===== config.mk =====
export PLATFORM = sky130hd
export DESIGN_NAME = bus_buffer_top
export DESIGN_NICKNAME = d
export VERILOG_FILES = /design/src/rtl/bus_buffer_pkg.sv /design/src/rtl/bus_buffer_if.sv /design/src/rtl/buffer_core.sv /design/src/rtl/bus_buffer_top.sv
export VERILOG_INCLUDE_DIRS = /design/src /design/src/rtl
export SDC_FILE = /design/constraint.sdc
export NUM_CORES = 1
export LEC_CHECK = 0
export BUFFER_PORTS_ARGS = -buffer_cell sky130_fd_sc_hd__buf_4
export CAP_MARGIN = 0
export CORE_ASPECT_RATIO = 1.4
export CORE_MARGIN = 2
export CORE_UTILIZATION = 50
export DETAILED_ROUTE_END_ITERATION = 10
export PLACE_DENSITY = 0.84
export SLEW_MARGIN = 20
export SYNTH_ARGS = -nofsm -noshare
export SYNTH_HDL_FRONTEND = slang
export SYNTH_SLANG_ARGS = --single-unit

===== constraint.sdc =====
create_clock -name aclk -period 2.75 [get_ports aclk]
set_input_delay 0.275 -clock aclk [delete_from_list [all_inputs] [get_ports aclk]]
set_output_delay 0.275 -clock aclk [all_outputs]
set_load 0.01 [all_outputs]

===== src/rtl/bus_buffer_defs.svh =====
// Notes on behaviour
// - all eight data lines pass unchanged
// - lowest terminal is lsb, highest msb
// - one direction for the whole bus
// - direction: fixed out, fixed in, host line
// - host line high drives terminals, low host
// - unset direction selector means input
// - indicator lit while data line low
// - disabled output leaves terminals pulled high
// - undriven terminal reads high at host
// - stop, failure, pump can disable buffers
// - always setting ignores stop, failure, pump
// - permitted setting follows outputs-permitted signal
// - pump mode needs healthy pump too
`ifndef BUS_BUFFER_DEFS_SVH
`define BUS_BUFFER_DEFS_SVH
`define DATA_WIDTH 8
`define ADDR_CONFIG 4'h0
`define ADDR_STATUS 4'h4
`define ADDR_HOST_OUT 4'h8
`define ADDR_HOST_IN 4'hC
`define CFG_DIR_LSB 0
`define CFG_EN_BIT 2
`define CFG_SRC_BIT 3
`define CFG_STOP_BIT 4
`define CFG_RESET 8'h00
`endif


===== src/rtl/bus_buffer_pkg.sv =====
package bus_buffer_pkg;
    typedef enum logic [1:0] {
        dir_unset = 2'b00,
        dir_out = 2'b01,
        dir_host = 2'b10,
        dir_in = 2'b11
    } dir_sel_e;
    typedef logic [7:0] data_t;
endpackage : bus_buffer_pkg


===== src/rtl/bus_buffer_if.sv =====
interface bus_buffer_if;
    logic [1:0] dir_sel;
    logic en_always;
    logic src_pump;
    logic stop_used;
    logic [7:0] host_out;
    logic host_dir;
    logic stop_active;
    logic fail_active;
    logic pump_ok;
    logic [7:0] term_in;
    logic [7:0] host_in;
    logic [7:0] term_out;
    logic [7:0] term_oe;
    logic [7:0] led_n;
    logic permitted;
    modport core(input dir_sel, en_always, src_pump, stop_used, host_out,
        host_dir, stop_active, fail_active, pump_ok, term_in,
        output host_in, term_out, term_oe, led_n, permitted);
    modport top(output dir_sel, en_always, src_pump, stop_used, host_out,
        host_dir, stop_active, fail_active, pump_ok, term_in,
        input host_in, term_out, term_oe, led_n, permitted);
endinterface : bus_buffer_if


===== src/rtl/buffer_core.sv =====
module buffer_core (
    bus_buffer_if.core b
);
    import bus_buffer_pkg::*;
    wire permitted_w;
    wire enabled_w;
    wire to_term_w;
    wire drive_w;
    // outputs-permitted from failure, optional stop, optional pump
    assign permitted_w = !b.fail_active && !(b.stop_used && b.stop_active)
        && (!b.src_pump || b.pump_ok);
    assign enabled_w = b.en_always || permitted_w;
    // one direction for all bits; unset means input
    assign to_term_w = (b.dir_sel == dir_out) ||
        ((b.dir_sel == dir_host) && b.host_dir);
    assign drive_w = enabled_w && to_term_w;
    assign b.permitted = permitted_w;
    genvar i;
    generate
        for (i = 0; i < 8; i++) begin : g_bit
            // bit 0 is lowest terminal, bit 7 highest
            assign b.term_out[i] = b.host_out[i];
            assign b.term_oe[i] = drive_w;
            // released line pulls high into the host
            assign b.host_in[i] = (!to_term_w && enabled_w) ?
                b.term_in[i] : 1'b1;
            assign b.led_n[i] = drive_w ? b.host_out[i] :
                b.term_in[i];
        end
    endgenerate
endmodule : buffer_core


===== src/rtl/bus_buffer_top.sv =====
// The address map and register access over AXI4-Lite are this design's own decisions.
`include "bus_buffer_defs.svh"
module bus_buffer_top (
    input wire logic aclk,
    input wire logic aresetn,
    input wire logic [3:0] s_axi_awaddr,
    input wire logic s_axi_awvalid,
    output logic s_axi_awready,
    input wire logic [31:0] s_axi_wdata,
    input wire logic [3:0] s_axi_wstrb,
    input wire logic s_axi_wvalid,
    output logic s_axi_wready,
    output logic [1:0] s_axi_bresp,
    output logic s_axi_bvalid,
    input wire logic s_axi_bready,
    input wire logic [3:0] s_axi_araddr,
    input wire logic s_axi_arvalid,
    output logic s_axi_arready,
    output logic [31:0] s_axi_rdata,
    output logic [1:0] s_axi_rresp,
    output logic s_axi_rvalid,
    input wire logic s_axi_rready,
    input wire logic host_dir,
    input wire logic stop_active,
    input wire logic fail_active,
    input wire logic pump_ok,
    input wire logic [7:0] term_in,
    output bus_buffer_pkg::data_t term_out,
    output bus_buffer_pkg::data_t term_oe,
    output bus_buffer_pkg::data_t led_n,
    output logic permitted
);
    import bus_buffer_pkg::*;
    bus_buffer_if b ();
    logic [7:0] cfg_ff;
    logic [7:0] host_out_ff;
    logic [7:0] host_in_ff;
    logic [7:0] term_out_ff;
    logic [7:0] term_oe_ff;
    logic [7:0] led_n_ff;
    logic permitted_ff;
    logic aw_ff;
    logic w_ff;
    logic [3:0] awaddr_ff;
    logic [31:0] wdata_ff;
    logic [3:0] wstrb_ff;
    logic bvalid_ff;
    logic [1:0] bresp_ff;
    logic rvalid_ff;
    logic [31:0] rdata_ff;
    logic [1:0] rresp_ff;
    ////////////////////////////////////////////////////////////////////
    assign b.dir_sel = cfg_ff[`CFG_DIR_LSB+1:`CFG_DIR_LSB];
    assign b.en_always = cfg_ff[`CFG_EN_BIT];
    assign b.src_pump = cfg_ff[`CFG_SRC_BIT];
    assign b.stop_used = cfg_ff[`CFG_STOP_BIT];
    assign b.host_out = host_out_ff;
    assign b.host_dir = host_dir;
    assign b.stop_active = stop_active;
    assign b.fail_active = fail_active;
    assign b.pump_ok = pump_ok;
    assign b.term_in = term_in;
    buffer_core u_core (
        .b(b.core)
    );
    ////////////////////////////////////////////////////////////////////
    // write path
    wire aw_hs = s_axi_awvalid && !aw_ff && !bvalid_ff;
    wire w_hs = s_axi_wvalid && !w_ff && !bvalid_ff;
    wire aw_have = aw_ff || aw_hs;
    wire w_have = w_ff || w_hs;
    wire [3:0] wa = aw_ff ? awaddr_ff : s_axi_awaddr;
    wire [31:0] wd = w_ff ? wdata_ff : s_axi_wdata;
    wire [3:0] ws = w_ff ? wstrb_ff : s_axi_wstrb;
    wire do_wr = aw_have && w_have && !bvalid_ff;
    wire wr_cfg = do_wr && (wa == `ADDR_CONFIG) && ws[0];
    wire wr_out = do_wr && (wa == `ADDR_HOST_OUT) && ws[0];
    wire wr_ok = (wa == `ADDR_CONFIG) || (wa == `ADDR_HOST_OUT);
    assign s_axi_awready = !aw_ff && !bvalid_ff;
    assign s_axi_wready = !w_ff && !bvalid_ff;
    always_ff @(posedge aclk) begin
        if (!aresetn) begin
            aw_ff <= 1'b0;
            w_ff <= 1'b0;
            awaddr_ff <= 4'h0;
            wdata_ff <= 32'h0;
            wstrb_ff <= 4'h0;
            bvalid_ff <= 1'b0;
            bresp_ff <= 2'h0;
            cfg_ff <= `CFG_RESET;
            host_out_ff <= 8'hFF;
        end else begin
            aw_ff <= do_wr ? 1'b0 : aw_have;
            w_ff <= do_wr ? 1'b0 : w_have;
            if (aw_hs) begin
                awaddr_ff <= s_axi_awaddr;
            end
            if (w_hs) begin
                wdata_ff <= s_axi_wdata;
                wstrb_ff <= s_axi_wstrb;
            end
            if (do_wr) begin
                bvalid_ff <= 1'b1;
                bresp_ff <= wr_ok ? 2'h0 : 2'h2;
            end else if (s_axi_bready) begin
                bvalid_ff <= 1'b0;
            end
            if (wr_cfg) begin
                cfg_ff <= {3'h0, wd[4:0]};
            end
            if (wr_out) begin
                host_out_ff <= wd[7:0];
            end
        end
    end
    assign s_axi_bvalid = bvalid_ff;
    assign s_axi_bresp = bresp_ff;
    ////////////////////////////////////////////////////////////////////
    // read path
    wire ar_hs = s_axi_arvalid && !rvalid_ff;
    wire [7:0] status_w = {led_n_ff[0], 2'h0, permitted_ff, 1'b0,
        pump_ok, fail_active, stop_active};
    wire [31:0] rd_mux =
        (s_axi_araddr == `ADDR_CONFIG) ? {24'h0, cfg_ff} :
        (s_axi_araddr == `ADDR_STATUS) ? {24'h0, status_w} :
        (s_axi_araddr == `ADDR_HOST_OUT) ? {24'h0, host_out_ff} :
        (s_axi_araddr == `ADDR_HOST_IN) ? {24'h0, host_in_ff} : 32'h0;
    wire rd_ok = (s_axi_araddr[1:0] == 2'h0);
    assign s_axi_arready = !rvalid_ff;
    always_ff @(posedge aclk) begin
        if (!aresetn) begin
            rvalid_ff <= 1'b0;
            rdata_ff <= 32'h0;
            rresp_ff <= 2'h0;
        end else if (ar_hs) begin
            rvalid_ff <= 1'b1;
            rdata_ff <= rd_mux;
            rresp_ff <= rd_ok ? 2'h0 : 2'h2;
        end else if (s_axi_rready) begin
            rvalid_ff <= 1'b0;
        end
    end
    assign s_axi_rvalid = rvalid_ff;
    assign s_axi_rdata = rdata_ff;
    assign s_axi_rresp = rresp_ff;
    ////////////////////////////////////////////////////////////////////
    // registered pins
    always_ff @(posedge aclk) begin
        if (!aresetn) begin
            host_in_ff <= 8'hFF;
            term_out_ff <= 8'hFF;
            term_oe_ff <= 8'h00;
            led_n_ff <= 8'hFF;
            permitted_ff <= 1'b0;
        end else begin
            host_in_ff <= b.host_in;
            term_out_ff <= b.term_out;
            term_oe_ff <= b.term_oe;
            led_n_ff <= b.led_n;
            permitted_ff <= b.permitted;
        end
    end
    assign term_out = term_out_ff;
    assign term_oe = term_oe_ff;
    assign led_n = led_n_ff;
    assign permitted = permitted_ff;
endmodule : bus_buffer_top


* Word level (Yosys, flattened, before mapping)
Cells that the tools add are included.
W data, S select, Z words.
** Operators by class
- Eq/ne operators :: 6
- Reductions and logical operators :: 40
- Muxes and demuxes :: 21
- Bitwise operators :: 1
** Operators by type and width (count)
- $mux W8 :: 5
- $logic_and A1 B1 Y1 :: 19
- $mux W1 :: 13
- $eq A4 B4 Y1 const B :: 3
- $logic_not A1 Y1 :: 8
- $logic_not A4 Y1 :: 2
- $logic_or A1 B1 Y1 :: 6
- $eq A4 B3 Y1 const B :: 1
- $mux W2 :: 2
- $mux W4 :: 1
- $reduce_bool A2 Y1 :: 2
- $eq A2 B1 Y1 const B :: 1
- $eq A2 B2 Y1 const B :: 1
- $logic_not A2 Y1 :: 1
- $reduce_and A2 Y1 :: 1
- $reduce_or A2 Y1 :: 1
- $not A1 Y1 :: 1
** Storage, ports and cells
- Bits of input ports :: 63
- Bits in registers :: 92
- Output and inout port bits :: 66
- Word-level logic and storage cells :: 85

* Longest topological paths before layout
- Word-level depth :: 8
- Gate-level depth with buffers :: 6
- Depth with buffers taken out :: 4

* Modules after synthesis
From an unflattened synthesis, not the netlist that was laid out.
** Second synthesis, totals
- Cells, all modules :: 375
- Area, all modules :: 3418.3 µm²
** By module, submodules not included
- bus_buffer_top :: instances 1, area each 2891.5 µm², cells each 297, seq. area each 1461.4 µm²
- buffer_core :: instances 1, area each 526.8 µm², cells each 78, seq. area each 0.0 µm²

* Worst setup path before layout
OpenSTA, ideal clock, no wires.
- Kind :: register to register
- Start point :: register aw_ff
- End point :: register host_out_ff[5], in the netlist b.host_out[5]
- Path slack :: 1093 ps
- Clock period less this slack :: 1657 ps
- Required time :: 2629 ps
- Data arrival time :: 1536 ps
- Stages on the path, launching flop included :: 6
- Buffers on the path :: 1
- Setup time :: 121 ps
- Cell sequence :: dfxtp_1 > or4b_1 > o41ai_2 > nand4b_2 > buf_6 > mux2_4
** On the way
- Cells in the longest elaborated chain, start to end :: 8
- Elaborated cells between the ends (all ways) :: 10
- Classes of those cells :: eq/ne: 1; mux: 1; reduce/logical: 8
** RTL lines
- from (decl) :: RTL line bus_buffer_top.sv:42 : logic aw_ff;
- from (signal assigned) :: RTL line bus_buffer_top.sv:93 : aw_ff <= do_wr ? 1'b0 : aw_have;
- $logic_not A1 Y1 :: RTL line bus_buffer_top.sv:68 : wire aw_hs = s_axi_awvalid && !aw_ff && !bvalid_ff;
- $logic_and A1 B1 Y1 (2 in a row) :: RTL line bus_buffer_top.sv:68
- $logic_or A1 B1 Y1 :: RTL line bus_buffer_top.sv:70 : wire aw_have = aw_ff || aw_hs;
- $logic_and A1 B1 Y1 (2 in a row) :: RTL line bus_buffer_top.sv:75 : wire do_wr = aw_have && w_have && !bvalid_ff;
- $logic_and A1 B1 Y1 * (2 in a row) :: RTL line bus_buffer_top.sv:77 : wire wr_out = do_wr && (wa == `ADDR_HOST_OUT) && ws[0];
- to (signal assigned) :: RTL line bus_buffer_top.sv:112 : host_out_ff <= wd[7:0];
- to (decl) :: RTL line bus_buffer_top.sv:36 : logic [7:0] host_out_ff;
Every way passes the cells marked *; elsewhere a longest branch is shown, timed or not.
A chain may end at the register's enable or synchronous reset.

* Worst setup path in the final report
Same ends and word-level chain as after synthesis.

==> reports/metrics.cfg <==
[clock_network]
cts_resized=0
cts_inserted_buffers=9
clockBufferDepth=2
clkTransAtPathRegs_ns=0.07
clock_sinks=66
cts_tree=yes
ctsHoldBuffers=0
cts_root_buffer=clkbuf_8
clkLatencyLatePin_ns=0.34
postCtsSetupRepairBufs=0
cts_htree_levels=3

[timing]
period_needed_ns=2.09
tns_ns=0
fmax_mhz=479
timing.final.crit_share_pct=75.8
slew_headroom_pct=27.0
tightest_slew_ns=1.09
timing.hold.ws_ns=0.123
rsz0062_at_grt=false
hold_viol_final=0
finClkSkew_ns=0.00877
slew_violations=0
setup_viol=0

[global_route]
track_usage_pct=19.8
antenna_found_initial=0
grt_pass1_wl_mm=9.20
grt_start_max_net_pins=41
grt_pass1_vias=1970
overflow=0

[route]
drc=0
viasPerCell=4.92
drtPass1Iterations=4
route.met3.wl_um=367
wirelength_met1_mm=2.25
wl_per_cell_um=13.5
met2WireLength_mm=3.19
wl_mm=5.88
topRoutingLayerUsed=met4
drt-initial-drc-count=92
ant_nets=0
vias=2150

[finish]
drive_gt1_share_pct=31.2
fin_nets=427
mostFrequentLayoutCell=buf_4
synthToLayoutAreaGrowth_pct=22.5
antenna-diode-count=0
fillCellCount=469
layout_common_cells=buf_4, dfxtp_1, nor2_1, nand2_1, conb_1

[critical_path]
critPathArrivalTime_ns=2.32
crit_required_ns=2.98
end_kind=flop
start_kind=flop
crit_type=flop to flop
rr_worst_depth=4
cp_max_fo=8

[placement]
hpwl_mm=4.27
io_buffers=75
gp_congestion=0.754

[power_and_ir_drop]
p_sw_uw=529
internal_power_mw=1.58
p_leak_nw=1.64
power.share.clock_pct=38.1
seqPwrFrac_pct=48.4
power_frac_comb_pct=13.5
p_sw_share_pct=25.1
ir_drop_v=0.000554
powerDensity_nw_per_um2=602

[die]
die_area_um2=6330
ios=129
chipHeight_um=93.4
num_rows=32
core_um2=5530
die_w_um=67.8
start_util_pct=51.6

[logic_synthesis]
ys_top_cells_by_area=dfxtp_1, mux2i_1, buf_4
yosys_most_used_dff=dfxtp_1
synth_top_area_share_pct=46.3
ys_types=31
synthArstFlopShare_pct=0
synth-edff-count=0
yosysWarnings=0
synth.cell_area_um2=2850
syn_area_per_cell_um2=9.57
yosysTopAreaCell=dfxtp_1
ys_ff_latch=66
syn_inst=298
ys_seq_area_share_pct=46.3

[job]
cap_violations=0

[worst_hold_path]
hp-class=input pin to flop
min_path_cells=2

[run_status]
run_status=finished, final reports clean

worst paths after layout:
path,to,slack [ns],from
setup / recovery,b.host_out[5],0.66,aw_ff
hold / removal,host_in_ff[4],0.12,term_in[4]
setup reg to reg,b.host_out[5],0.66,aw_ff
hold reg to reg,s_axi_rdata[6],0.45,s_axi_rdata[6]
final cells by class:
type | count | area [um2] | share of cell area, %
Clock buffer | 12 | 145 | 4.15
Clock inverter | 4 | 51.3 | 1.47
Inverter | 10 | 37.5 | 1.07
Multi-Input combinational cell | 200 | 1280 | 36.5
Sequential cell | 66 | 1320 | 37.8
Tap cell | 68 | 85.1 | 2.43
Timing Repair Buffer | 77 | 578 | 16.5
critical path, cell delays in order, from the launching register on:
cell	delay, ns
dfxtp_1	0.44
or4b_1	0.49
o41ai_2	0.11
nand4b_2	0.49
mux2_4	0.44
power by group through the flow:
stage          sequential (mW)  combinational, mW  clock, mW
6_report                  1.02              0.285      0.801
5_1_grt                   1.02              0.317      0.859
3_3_place_gp              1.04              0.280          0
3_5_place_dp              1.04              0.286          0
2_1_floorplan             1.05              0.194          0
4_1_cts                   1.02              0.287      0.813
synth_stat cells, types with 2 or more instances:
cell type / count
nand2_1: 36
a21oi_1: 13
nor2_1: 39
inv_1: 10
dfxtp_1: 66
mux2_4: 3
nand2b_1: 16
a22oi_1: 6
mux4_2: 4
and2_1: 3
buf_2: 2
nand4_1: 2
clkbuf_1: 10
mux2i_1: 25
buf_4: 33
mux2_2: 14
o21ai_0: 2
metal layers:
layer,global-route usage (%),up-vias
li1,-,1057
met1,22.8,1003
met2,34.2,82
met3,5.54,8
met4,7.00,0
met5,0,-
sequential cells by signal, summed over array words and instances, names as in the netlist:
name,flops
b.host_out,8
host_in_ff,8
led_n,8
s_axi_rdata,8
term_out,8
wdata_ff,8
cfg_ff,5
awaddr_ff,4
aw_ff,1
permitted,1
s_axi_bresp,1
s_axi_bvalid,1
s_axi_rresp,1
s_axi_rvalid,1
term_oe,1
w_ff,1
wstrb_ff,1
logic make-up (layout without fill, tap and decap cells):
| kind of cell | Yosys count | count (layout) | share of synthesized area [%] |
|---|---|---|---|
| simple gates | 101 | 101 | 16.1 |
| flops | 66 | 66 | 46.3 |
| buf+inv | 57 | 103 | 12.2 |
| mux | 46 | 46 | 19.0 |
| compound gates | 27 | 27 | 6.23 |
| other cells | 1 | 26 | 0.131 |
through the flow:
step	instance area, um2	power, mW	std cells	setup slack [ns]	utilization [%]
final	3500	2.11	437	0.664	63.3
after global routing	3500	2.20	437	0.581	63.3
after CTS	3500	2.12	437	0.670	63.3
after detailed placement	3300	1.33	421	0.671	59.7
after global placement	3300	1.32	421	0.736	59.7
after floorplan	2950	1.24	323	1.09	-
Power figures use the tool's default switching activity.
